## src/timer_pkg.sv

```systemverilog
// constants, types and register map of the dual half timer
// assumes a single 10 MHz system clock and a plain register port
package timer_pkg;

   // ***************************************
   // register offsets (byte addresses)
   // ***************************************
   localparam logic [7:0] OFF_CFG = 8'h00;
   localparam logic [7:0] OFF_AMODE = 8'h04;
   localparam logic [7:0] OFF_BMODE = 8'h08;
   localparam logic [7:0] OFF_CTL = 8'h0C;
   localparam logic [7:0] OFF_STATUS = 8'h1C;
   localparam logic [7:0] OFF_ALOAD = 8'h28;
   localparam logic [7:0] OFF_BLOAD = 8'h2C;
   localparam logic [7:0] OFF_AMATCH = 8'h30;
   localparam logic [7:0] OFF_BMATCH = 8'h34;
   localparam logic [7:0] OFF_APRE = 8'h38;
   localparam logic [7:0] OFF_BPRE = 8'h3C;
   localparam logic [7:0] OFF_ACOUNT = 8'h48;
   localparam logic [7:0] OFF_BCOUNT = 8'h4C;

   // ***************************************
   // encodings and field positions
   // ***************************************
   localparam logic [2:0] CFG_JOIN32 = 3'h0;
   localparam logic [2:0] CFG_RTC = 3'h1;
   localparam logic [2:0] CFG_SPLIT16 = 3'h4;
   localparam logic [1:0] TMR_ONESHOT = 2'h1;
   localparam logic [1:0] TMR_PERIODIC = 2'h2;
   localparam logic [1:0] TMR_CAPTURE = 2'h3;
   localparam logic [1:0] EVT_RISE = 2'h0;
   localparam logic [1:0] EVT_FALL = 2'h1;
   localparam logic [1:0] EVT_BOTH = 2'h3;
   localparam int CTL_B_LSB = 8;
   localparam int ST_A_TO = 0;
   localparam int ST_A_EV = 1;
   localparam int ST_B_TO = 2;
   localparam int ST_B_EV = 3;
   localparam int ST_RTC = 4;

   // ***************************************
   // reset values and rates
   // ***************************************
   localparam logic [15:0] LOAD_RST = 16'hFFFF;
   localparam logic [15:0] COUNT_RST = 16'hFFFF;
   localparam logic [7:0] PRE_RST = 8'h00;
   localparam logic [31:0] RTC_START = 32'h0000_0001;
   localparam int RTC_IN_HZ = 32768;
   localparam int RTC_OUT_HZ = 1;
   localparam int RTC_DIV = RTC_IN_HZ / RTC_OUT_HZ;

   typedef enum logic [3:0] {
      MODE_IDLE = 4'h1,
      MODE_JOIN32 = 4'h2,
      MODE_RTC = 4'h4,
      MODE_SPLIT16 = 4'h8
   } block_mode_t;

   typedef struct packed {
      logic pwm;
      logic edge_time;
      logic [1:0] tmr;
   } half_mode_t;

   typedef struct packed {
      logic pwm_inv;
      logic trig_en;
      logic [1:0] evt;
      logic stall;
      logic run;
   } half_ctl_t;

   typedef struct packed {
      logic [7:0] addr;
      logic [31:0] wdata;
      logic we;
      logic re;
   } bus_req_t;

endpackage
```

## src/dual_half_timer_core.sv

```systemverilog
// dual half timer core: two 16-bit halves or one 32-bit timer / rtc
// assumes synchronous pin inputs and a one-cycle-latency register port
//
// Functional notes
// two 16-bit halves, independent, or joined as 32-bit timer or rtc.
// each half has match, prescale and load registers with control.
// select 0 gives joined 32-bit timer, 1 gives 32-bit rtc.
// 32-bit modes act as one timer; 16-bit halves configure independently.
// 32-bit modes use only even pin; 16-bit uses both pins.
// 32-bit load write splits upper to second half, lower to first.
// 32-bit count read joins second half high, first half low.
// after reset the block is idle, control registers at defaults.
// reset sets both counters and both loads to all ones.
// reset clears both prescale counters and prescale registers.
// trigger sources are ORed; only one timer should drive triggers.
// rtc counts a 32.768 kHz clock on the even pin.
// 32-bit stall freezes counting, except in rtc mode.
// 16-bit timer: one-shot or periodic with 8-bit prescaler.
// each half captures edge counts and edge times on its pin.
// each half gives simple pwm with software output inversion.
// select 4 gives separate 16-bit halves.
// 32-bit count down; at zero reload next cycle, raise time-out.
// one-shot stops at zero and clears run; periodic continues.
// enabled trigger is one pulse in the cycle count hits zero.
// other select values are reserved; counters stay idle.
//
// Chosen here: the register addresses and the plain strobed port.
`timescale 1ns/100ps
`default_nettype none
module dual_half_timer_core #(
   parameter int RTC_DIV = timer_pkg::RTC_DIV
) (
   input wire logic sys_clk,
   input wire logic resetn,
   input wire timer_pkg::bus_req_t bus_req,
   output logic [31:0] rdata,
   input wire logic [1:0] ccp_in,
   output logic [1:0] ccp_out,
   output logic [1:0] ccp_oe,
   output logic adc_trig
);
   logic [2:0] cfg_q;
   timer_pkg::block_mode_t mode;
   timer_pkg::half_mode_t amode_q;
   timer_pkg::half_mode_t bmode_q;
   timer_pkg::half_ctl_t actl_q;
   timer_pkg::half_ctl_t bctl_q;
   logic [15:0] aload_q;
   logic [15:0] bload_q;
   logic [15:0] amatch_q;
   logic [15:0] bmatch_q;
   logic [7:0] apre_q;
   logic [7:0] bpre_q;
   logic [4:0] status_q;
   logic [31:0] cnt32_q;
   logic [31:0] rdata_q;
   logic [14:0] rtc_div_q;
   logic rtc_seen_q;
   logic [1:0] ccp_prev_q;
   logic [1:0] rise;
   logic [1:0] fall;
   logic [1:0] edge_hit;
   logic wr_aload;
   logic wr_bload;
   logic wr_ctl;
   logic join32;
   logic rtc;
   logic split;
   logic run32;
   logic to32;
   logic rtc_tick;
   logic rtc_hit;
   logic a_to;
   logic a_ev;
   logic a_done;
   logic a_pwm;
   logic a_done_h;
   logic b_to;
   logic b_ev;
   logic b_done;
   logic b_pwm;
   logic [15:0] a_cnt;
   logic [15:0] a_cap;
   logic [15:0] b_cnt;
   logic [15:0] b_cap;
   logic [4:0] st_set;
   logic [4:0] st_clr;

   // ***************************************
   // block mode decode
   // ***************************************
   always_comb begin
      case (cfg_q)
         // joined and rtc codes
         timer_pkg::CFG_JOIN32: mode = timer_pkg::MODE_JOIN32;
         timer_pkg::CFG_RTC: mode = timer_pkg::MODE_RTC;
         // split halves
         timer_pkg::CFG_SPLIT16: mode = timer_pkg::MODE_SPLIT16;
         // reserved codes idle
         default: mode = timer_pkg::MODE_IDLE;
      endcase
   end

   assign join32 = (mode == timer_pkg::MODE_JOIN32);
   assign rtc = (mode == timer_pkg::MODE_RTC);
   assign split = (mode == timer_pkg::MODE_SPLIT16);
   assign wr_aload = bus_req.we & (bus_req.addr == timer_pkg::OFF_ALOAD);
   assign wr_bload = bus_req.we & (bus_req.addr == timer_pkg::OFF_BLOAD);
   assign wr_ctl = bus_req.we & (bus_req.addr == timer_pkg::OFF_CTL);

   // ***************************************
   // configuration registers
   // ***************************************
   // match and prescale registers
   // control cleared at reset
   always_ff @(posedge sys_clk or negedge resetn) begin
      if (!resetn) begin
         cfg_q <= 3'h0;
         amode_q <= '0;
         bmode_q <= '0;
         amatch_q <= 16'h0000;
         bmatch_q <= 16'h0000;
         apre_q <= timer_pkg::PRE_RST;
         bpre_q <= timer_pkg::PRE_RST;
      end else if (bus_req.we) begin
         case (bus_req.addr)
            timer_pkg::OFF_CFG: cfg_q <= bus_req.wdata[2:0];
            timer_pkg::OFF_AMODE: amode_q <= bus_req.wdata[3:0];
            timer_pkg::OFF_BMODE: bmode_q <= bus_req.wdata[3:0];
            timer_pkg::OFF_AMATCH: amatch_q <= bus_req.wdata[15:0];
            timer_pkg::OFF_BMATCH: bmatch_q <= bus_req.wdata[15:0];
            timer_pkg::OFF_APRE: apre_q <= bus_req.wdata[7:0];
            timer_pkg::OFF_BPRE: bpre_q <= bus_req.wdata[7:0];
            default: cfg_q <= cfg_q;
         endcase
      end
   end

   // loads reset to all ones
   always_ff @(posedge sys_clk or negedge resetn) begin
      if (!resetn) begin
         aload_q <= timer_pkg::LOAD_RST;
         bload_q <= timer_pkg::LOAD_RST;
      end else if (wr_aload) begin
         aload_q <= bus_req.wdata[15:0];
         // wide load split
         if (!split) begin
            bload_q <= bus_req.wdata[31:16];
         end
      end else if (wr_bload) begin
         bload_q <= bus_req.wdata[15:0];
      end
   end

   // software write beats the hardware self-clear of run
   always_ff @(posedge sys_clk or negedge resetn) begin
      if (!resetn) begin
         actl_q <= '0;
         bctl_q <= '0;
      end else if (wr_ctl) begin
         actl_q <= bus_req.wdata[5:0];
         bctl_q <= bus_req.wdata[timer_pkg::CTL_B_LSB +: 6];
      end else begin
         // one-shot clears run
         if (a_done) begin
            actl_q.run <= 1'b0;
         end
         if (b_done) begin
            bctl_q.run <= 1'b0;
         end
      end
   end
   // ***************************************
   // pin edges and rtc divider
   // ***************************************
   always_ff @(posedge sys_clk or negedge resetn) begin
      if (!resetn) begin
         ccp_prev_q <= 2'h0;
      end else begin
         ccp_prev_q <= ccp_in;
      end
   end

   assign rise = ccp_in & ~ccp_prev_q;
   assign fall = ~ccp_in & ccp_prev_q;

   // edge type select per half
   genvar gi;
   generate
      for (gi = 0; gi < 2; gi++) begin : g_edge
         timer_pkg::half_ctl_t c;
         assign c = (gi == 0) ? actl_q : bctl_q;
         assign edge_hit[gi] = (c.evt == timer_pkg::EVT_RISE) ? rise[gi] :
                               (c.evt == timer_pkg::EVT_FALL) ? fall[gi] :
                               (c.evt == timer_pkg::EVT_BOTH) ? (rise[gi] | fall[gi]) : 1'b0;
      end
   endgenerate

   // divide the even pin clock down to seconds
   always_ff @(posedge sys_clk or negedge resetn) begin
      if (!resetn) begin
         rtc_div_q <= 15'h0000;
      end else if (!rtc || !actl_q.run) begin
         rtc_div_q <= 15'h0000;
      end else if (rise[0]) begin
         rtc_div_q <= rtc_tick ? 15'h0000 : rtc_div_q + 15'h0001;
      end
   end
   assign rtc_tick = rise[0] & (rtc_div_q == 15'(RTC_DIV - 1));

   // ***************************************
   // joined 32-bit counter
   // ***************************************
   // stall honoured outside rtc only
   assign run32 = actl_q.run & ~actl_q.stall;
   assign to32 = join32 & run32 & (cnt32_q == 32'h0000_0000);
   assign rtc_hit = rtc & actl_q.run & rtc_tick & (cnt32_q == {bmatch_q, amatch_q});

   always_ff @(posedge sys_clk or negedge resetn) begin
      if (!resetn) begin
         rtc_seen_q <= 1'b0;
      end else begin
         rtc_seen_q <= rtc;
      end
   end

   // joined count resets all ones
   always_ff @(posedge sys_clk or negedge resetn) begin
      if (!resetn) begin
         cnt32_q <= {timer_pkg::COUNT_RST, timer_pkg::COUNT_RST};
      end else if (rtc && !rtc_seen_q) begin
         cnt32_q <= timer_pkg::RTC_START;
      end else if (join32 && wr_aload) begin
         cnt32_q <= bus_req.wdata;
      end else if (join32 && run32) begin
         // down count, reload after zero
         cnt32_q <= (cnt32_q == 32'h0000_0000) ? {bload_q, aload_q} : cnt32_q - 32'h0000_0001;
      end else if (rtc && actl_q.run && rtc_tick) begin
         // up count, roll over on match
         cnt32_q <= rtc_hit ? 32'h0000_0000 : cnt32_q + 32'h0000_0001;
      end
   end

   // ***************************************
   // the two halves
   // ***************************************
   // two halves or one joined counter
   // halves live only in split mode
   half_counter u_half_a (
      .sys_clk(sys_clk),
      .resetn(resetn),
      .active(split),
      .mode(amode_q),
      .en(actl_q.run),
      .stall(actl_q.stall),
      .pwm_inv(actl_q.pwm_inv),
      .edge_hit(edge_hit[0]),
      .load_wr(wr_aload & split),
      .load(wr_aload ? bus_req.wdata[15:0] : aload_q),
      .match(amatch_q),
      .pre(apre_q),
      .count(a_cnt),
      .capture(a_cap),
      .timeout(a_to),
      .event_hit(a_ev),
      .done(a_done_h),
      .pwm(a_pwm)
   );

   half_counter u_half_b (
      .sys_clk(sys_clk),
      .resetn(resetn),
      .active(split),
      .mode(bmode_q),
      .en(bctl_q.run),
      .stall(bctl_q.stall),
      .pwm_inv(bctl_q.pwm_inv),
      .edge_hit(edge_hit[1]),
      .load_wr(wr_bload & split),
      .load(wr_bload ? bus_req.wdata[15:0] : bload_q),
      .match(bmatch_q),
      .pre(bpre_q),
      .count(b_cnt),
      .capture(b_cap),
      .timeout(b_to),
      .event_hit(b_ev),
      .done(b_done),
      .pwm(b_pwm)
   );

   // joined one-shot stop
   assign a_done = a_done_h | (to32 & amode_q.tmr == timer_pkg::TMR_ONESHOT);

   // ***************************************
   // status, pins, trigger
   // ***************************************
   // time-out flags, set beats clear
   assign st_set = {rtc_hit, b_ev, b_to, a_ev, a_to | to32};
   assign st_clr = (bus_req.we && bus_req.addr == timer_pkg::OFF_STATUS) ? bus_req.wdata[4:0] : 5'h00;
   always_ff @(posedge sys_clk or negedge resetn) begin
      if (!resetn) begin
         status_q <= 5'h00;
      end else begin
         status_q <= (status_q & ~st_clr) | st_set;
      end
   end

   // odd pin only in split mode
   assign ccp_oe = {split & bmode_q.pwm, split & amode_q.pwm};
   assign ccp_out = {b_pwm, a_pwm};

   // one-cycle trigger at zero
   // trigger sources ORed
   assign adc_trig = ((a_to | to32) & actl_q.trig_en) | (b_to & bctl_q.trig_en);

   // ***************************************
   // register read port
   // ***************************************
   always_ff @(posedge sys_clk or negedge resetn) begin
      if (!resetn) begin
         rdata_q <= 32'h0000_0000;
      end else if (bus_req.re) begin
         case (bus_req.addr)
            timer_pkg::OFF_CFG: rdata_q <= {29'h0, cfg_q};
            timer_pkg::OFF_AMODE: rdata_q <= {28'h0, amode_q};
            timer_pkg::OFF_BMODE: rdata_q <= {28'h0, bmode_q};
            timer_pkg::OFF_CTL: rdata_q <= {18'h0, bctl_q, 2'h0, actl_q};
            timer_pkg::OFF_STATUS: rdata_q <= {27'h0, status_q};
            timer_pkg::OFF_ALOAD: rdata_q <= split ? {16'h0, aload_q} : {bload_q, aload_q};
            timer_pkg::OFF_BLOAD: rdata_q <= {16'h0, bload_q};
            timer_pkg::OFF_AMATCH: rdata_q <= {16'h0, amatch_q};
            timer_pkg::OFF_BMATCH: rdata_q <= {16'h0, bmatch_q};
            timer_pkg::OFF_APRE: rdata_q <= {24'h0, apre_q};
            timer_pkg::OFF_BPRE: rdata_q <= {24'h0, bpre_q};
            // joined count read
            timer_pkg::OFF_ACOUNT: rdata_q <= !split ? cnt32_q :
                                   {16'h0, (amode_q.edge_time ? a_cap : a_cnt)};
            timer_pkg::OFF_BCOUNT: rdata_q <= !split ? {16'h0, cnt32_q[31:16]} :
                                   {16'h0, (bmode_q.edge_time ? b_cap : b_cnt)};
            default: rdata_q <= 32'h0000_0000;
         endcase
      end else begin
         rdata_q <= 32'h0000_0000;
      end
   end
   assign rdata = rdata_q;
endmodule
`default_nettype wire

```

## src/half_counter.sv

```systemverilog
// one 16-bit counter half: timer with prescaler, edge count, edge time, pwm
// assumes edge_hit is a one-cycle pulse already qualified by edge type
`timescale 1ns/100ps
`default_nettype none
module half_counter (
   input wire logic sys_clk,
   input wire logic resetn,
   input wire logic active,
   input wire timer_pkg::half_mode_t mode,
   input wire logic en,
   input wire logic stall,
   input wire logic pwm_inv,
   input wire logic edge_hit,
   input wire logic load_wr,
   input wire logic [15:0] load,
   input wire logic [15:0] match,
   input wire logic [7:0] pre,
   output logic [15:0] count,
   output logic [15:0] capture,
   output logic timeout,
   output logic event_hit,
   output logic done,
   output logic pwm
);
   logic [7:0] pre_q;
   logic [15:0] cnt_q;
   logic [15:0] cap_q;
   logic pwm_q;
   logic run;
   logic is_timer;
   logic is_cnt;
   logic is_time;
   logic tick;

   assign run = active & en & ~stall;
   assign is_timer = ~mode.pwm & (mode.tmr == timer_pkg::TMR_ONESHOT || mode.tmr == timer_pkg::TMR_PERIODIC);
   assign is_cnt = ~mode.pwm & (mode.tmr == timer_pkg::TMR_CAPTURE) & ~mode.edge_time;
   assign is_time = ~mode.pwm & (mode.tmr == timer_pkg::TMR_CAPTURE) & mode.edge_time;
   assign tick = (pre_q == 8'h00);

   // ***************************************
   // prescaler
   // ***************************************
   // prescale resets zero
   // prescale stretch
   always_ff @(posedge sys_clk or negedge resetn) begin
      if (!resetn) begin
         pre_q <= timer_pkg::PRE_RST;
      end else if (run & is_timer) begin
         pre_q <= (tick || cnt_q == 16'h0000) ? pre : pre_q - 8'h01;
      end
   end

   // ***************************************
   // counter
   // ***************************************
   always_ff @(posedge sys_clk or negedge resetn) begin
      if (!resetn) begin
         cnt_q <= timer_pkg::COUNT_RST;
      end else if (load_wr) begin
         cnt_q <= load;
      end else if (run) begin
         if (is_timer || mode.pwm || is_time) begin
            // down count, reload
            if (cnt_q == 16'h0000) begin
               cnt_q <= load;
            end else if (tick || !is_timer) begin
               cnt_q <= cnt_q - 16'h0001;
            end
         end else if (is_cnt) begin
            // edge count down
            if (cnt_q == match) begin
               cnt_q <= load;
            end else if (edge_hit) begin
               cnt_q <= cnt_q - 16'h0001;
            end
         end
      end
   end

   // edge time capture
   always_ff @(posedge sys_clk or negedge resetn) begin
      if (!resetn) begin
         cap_q <= 16'h0000;
      end else if (run & is_time & edge_hit) begin
         cap_q <= cnt_q;
      end
   end

   // pwm with inversion
   always_ff @(posedge sys_clk or negedge resetn) begin
      if (!resetn) begin
         pwm_q <= 1'b0;
      end else begin
         pwm_q <= (active & en & mode.pwm) ? ((cnt_q > match) ^ pwm_inv) : pwm_inv;
      end
   end

   assign count = cnt_q;
   assign capture = cap_q;
   assign pwm = pwm_q;
   assign timeout = run & (is_timer | mode.pwm) & (cnt_q == 16'h0000);
   assign event_hit = run & ((is_cnt & cnt_q == match) | (is_time & edge_hit));
   assign done = run & ((is_timer & mode.tmr == timer_pkg::TMR_ONESHOT & cnt_q == 16'h0000) | (is_cnt & cnt_q == match));
endmodule
`default_nettype wire

```

## config.mk

```make
export PLATFORM = sky130hd
export DESIGN_NAME = dual_half_timer_core
export DESIGN_NICKNAME = d
export VERILOG_FILES = /design/src/timer_pkg.sv /design/src/dual_half_timer_core.sv /design/src/half_counter.sv
export SDC_FILE = /design/constraint.sdc
export NUM_CORES = 1
export LEC_CHECK = 0
export BUFFER_PORTS_ARGS = -buffer_cell sky130_fd_sc_hd__clkbuf_2
export CORE_MARGIN = 2
export CORE_UTILIZATION = 35
export DETAILED_ROUTE_END_ITERATION = 8
export GPL_TIMING_DRIVEN = 0
export PLACE_DENSITY_LB_ADDON = 0.08
export SLEW_MARGIN = 20
export SYNTH_ARGS = -nofsm -noshare
export SYNTH_HDL_FRONTEND = slang
export SYNTH_SLANG_ARGS = --single-unit
```

## constraint.sdc

```tcl
create_clock -name sys_clk -period 3.59 [get_ports sys_clk]
set_input_delay 0.718 -clock sys_clk [delete_from_list [all_inputs] [get_ports sys_clk]]
set_output_delay 0.718 -clock sys_clk [all_outputs]
set_load 0.1 [all_outputs]
```

==> impl_metrics.ini <==
[die]
die_h_um = 227
die_area_um2 = 51400
placementRows = 81
die_w_um = 227
pin_count = 83
coreArea_um2 = 49000
start_util = 0.355

[sta]
rsz0062_at_grt = yes
worst_slew_pin_slew_ns = 1.07
finalSetupViolations = 1
fin_crit_ns = 3.68
finalCritPeriodShare = 1.03
slew_violations = 0
fmax_mhz = 271
finalWorstSetupSlack_ns = -0.0947
hold_viol = 0
slew_headroom = 0.281
finalClockSkew_ns = 0.0197

[power]
leakagePower_uw = 0.00808
max-vdd-ir-drop_mv = 0.286
p_per_area_nw_per_um2 = 484

[synthesis]
ys.flop_type = dfrtp_1
ys_top_cells_by_area = dfrtp_1 (25%), dfstp_2 (15%), o21ai_0 (5.7%)
synth_seq_cells = 272
ys_types = 87
synthCells = 1983
syn_nets = 2079
synth_simple_gate_area_frac = 0.191
synth_top_family_by_area = compound AO/OA/AOI/OAI gates
synthArstFlopShare = 1.00
synth_area_per_cell_um2 = 8.76
synth_top_area_frac = 0.253
seq_area_frac_synth = 0.399
synthesis.area_um2 = 17400
synth_xor_area_frac = 0.0343
synth-compound-area-share = 0.205
netlist.top_cell.by_area = dfrtp_1
yosys-mux-area-fraction = 0.0808
synthMostInstantiatedCell = o21ai_0
synth_edf_count = 0
synth_fa_ha_area_frac = 0.0360
ys_top_cells_by_count = o21ai_0 (199), nand2_1 (197), dfrtp_1 (176)
yosys_warnings = 0

[layout]
multiInputGateArea_um2 = 9710
final_nets = 2201
final_util = 0.412
stdcell_area_um2 = 20200
fillCellCount = 4997
final-seq-area_um2 = 6930
area_growth_pct = 16.1
antenna-diode-count = 0
layout-drive-gt1-share = 0.184

[detailed_routing]
dr.pass1.iters = 6
vias_per_cell = 6.05
drt_iter0_markers = 2067
drc = 0
via_count = 16915
drtAntennaViolNets = 0
drt_wl_total_mm = 82.9
wl_per_cell_um = 29.6

[place]
place_area_um2 = 18700
port_buffers = 78
gp_congestion = 0.973
dp_hpwl_mm = 64.4

[critical_path]
cp.required_ns = 2.87
cp.depth = 7
startpoint_type = flip-flop
cpPeakStageDelay_ns = 0.51
crit_path_end_kind = output port
cp.arrival_ns = 2.97
slowest_stage = or3_4
r2r_cells = 8
path_buf_inv = 2
worstSetupPathType = flip-flop to output port
cp_top_family = simple AND/OR/NAND/NOR gates
critPathMaxFanout = 8
crit_chain = clkbuf_1 > nor4b_4 > nand4_1 > or3_4 > nand2_1 > a22o_4 > clkbuf_16

[global_routing]
grt_pass1_wl_mm = 118
grt_max_degree = 77
track_usage = 0.324
grt_pass1_vias = 16120
overflow = 0
antenna_found_initial = 3

[clock_network]
clock_path_buffers = 3
cts_tree = built
cts_root_buf = clkbuf_16
cts.sinks = 272
clkSlewWorstSetupHoldPaths_ns = 0.06
insertion_delay_ns = 0.57
htree_levels = 2
numCtsBuffers = 36
hold_buffers = 0

[outcome]
status = complete, but fails checks
violations = negative setup slack

[flow_run]
maxCapViolCount = 0

[worst_hold_path]
min_path_type = primary input to async pin
## metrics by stage
stage,setup TNS (ns),worst slack [ns],instances,total power (uW),hold slack (ns)
after CTS,-0.139,-0.139,2796,9740,0.115
after detailed placement,-18.20,-0.805,2732,5930,0.470
after global routing,-0.112,-0.112,2797,10100,0.134
final,-0.0947,-0.0947,2797,9760,0.104
after floorplan,0,0.283,1983,4940,0.422
after global placement,-1003.14,-4.38,2725,5910,0.462
## repair_timing
item / CTS / global route
gates cloned: 0 / 0
setup buffers: 3 / 2
gates resized for setup: 25 / 14
pin swaps: 3 / 3
endpoints found under the setup margin: 33 / 29
## worst paths after layout
| path | startpoint | endpoint | slack (ns) |
|---|---|---|---|
| max | cnt32_q[31] | adc_trig | -0.09 |
| min in group sys_clk | ccp_in[0] | ccp_prev_q[0] | 0.28 |
| min reg2reg | u_half_a.capture[1] | u_half_a.capture[1] | 0.48 |
| max in group asynchronous | resetn | u_half_b.count[8] | 2.31 |
| min | resetn | u_half_b.pre_q[1] | 0.10 |
| max reg2reg | cnt32_q[30] | cnt32_q[21] | 0.17 |
## state kept, by name (all words and copies together) (netlist names), 15 cells and up
signal / flops
aload_q: 16
amatch_q: 16
bload_q: 16
bmatch_q: 16
cnt32_q: 32
rdata: 32
rtc_div_q: 15
u_half_a.capture: 16
u_half_a.count: 16
u_half_b.capture: 16
u_half_b.count: 16
## kinds of logic (layout without fill, tap and decap cells)
kind of cell / after synthesis / count (layout)
mux: 132 / 132
compound gates: 568 / 568
simple gates: 668 / 668
buf+inv: 225 / 375
xor+xnor: 68 / 68
flops: 272 / 272
fa+ha+maj: 50 / 50
## cell type report
type	count	share of cell area
buffer	140	0.0310
clock buffer	57	0.0547
clock inverter	9	0.00552
inverter	79	0.0147
multi-input combinational	1486	0.481
sequential	272	0.343
tap	664	0.0412
timing repair buffer	90	0.0281
## layer usage
metal	track usage	vias up	wire length [um]
li1	-	7503	-
met1	0.453	8440	36400
met2	0.487	791	36000
met3	0.0499	179	6180
met4	0.157	2	4290
met5	0	-	16
## worst register-to-register path, delay by kind of cell (launching register included)
kind            cells  cell delay (ns)
compound gates      1             0.19
xor+xnor            1             0.20
buf+inv             2             1.01
flops               1             0.51
simple gates        4             1.41
## power by group
part | total (uW) | switching, uW | internal [uW]
clock | 3740 | 1490 | 2260
combinational | 2310 | 1550 | 754
sequential | 3710 | 345 | 3370
## layout by cell type, fill, tap and decap left out, drive strengths merged, types with 10 or more instances in the layout
cell | netlist | layout
a211oi | 35 | 35
a21oi | 108 | 108
a222oi | 12 | 12
a22oi | 49 | 49
a31oi | 22 | 22
and2 | 23 | 23
and3 | 18 | 18
buf | 35 | 47
clkbuf | 111 | 240
dfrtp | 176 | 176
dfstp | 96 | 96
ha | 50 | 50
inv | 79 | 79
mux2 | 66 | 66
mux2i | 66 | 66
nand2 | 197 | 197
nand2b | 11 | 11
nand3 | 60 | 60
nand4 | 43 | 43
nor2 | 155 | 155
nor3 | 56 | 56
nor3b | 10 | 10
nor4 | 31 | 31
o211ai | 18 | 18
o21ai | 210 | 210
o22ai | 35 | 35
o31ai | 12 | 12
or3 | 17 | 17
xnor2 | 48 | 48
xor2 | 20 | 20
Note: power is estimated with default switching activity, not from simulation.
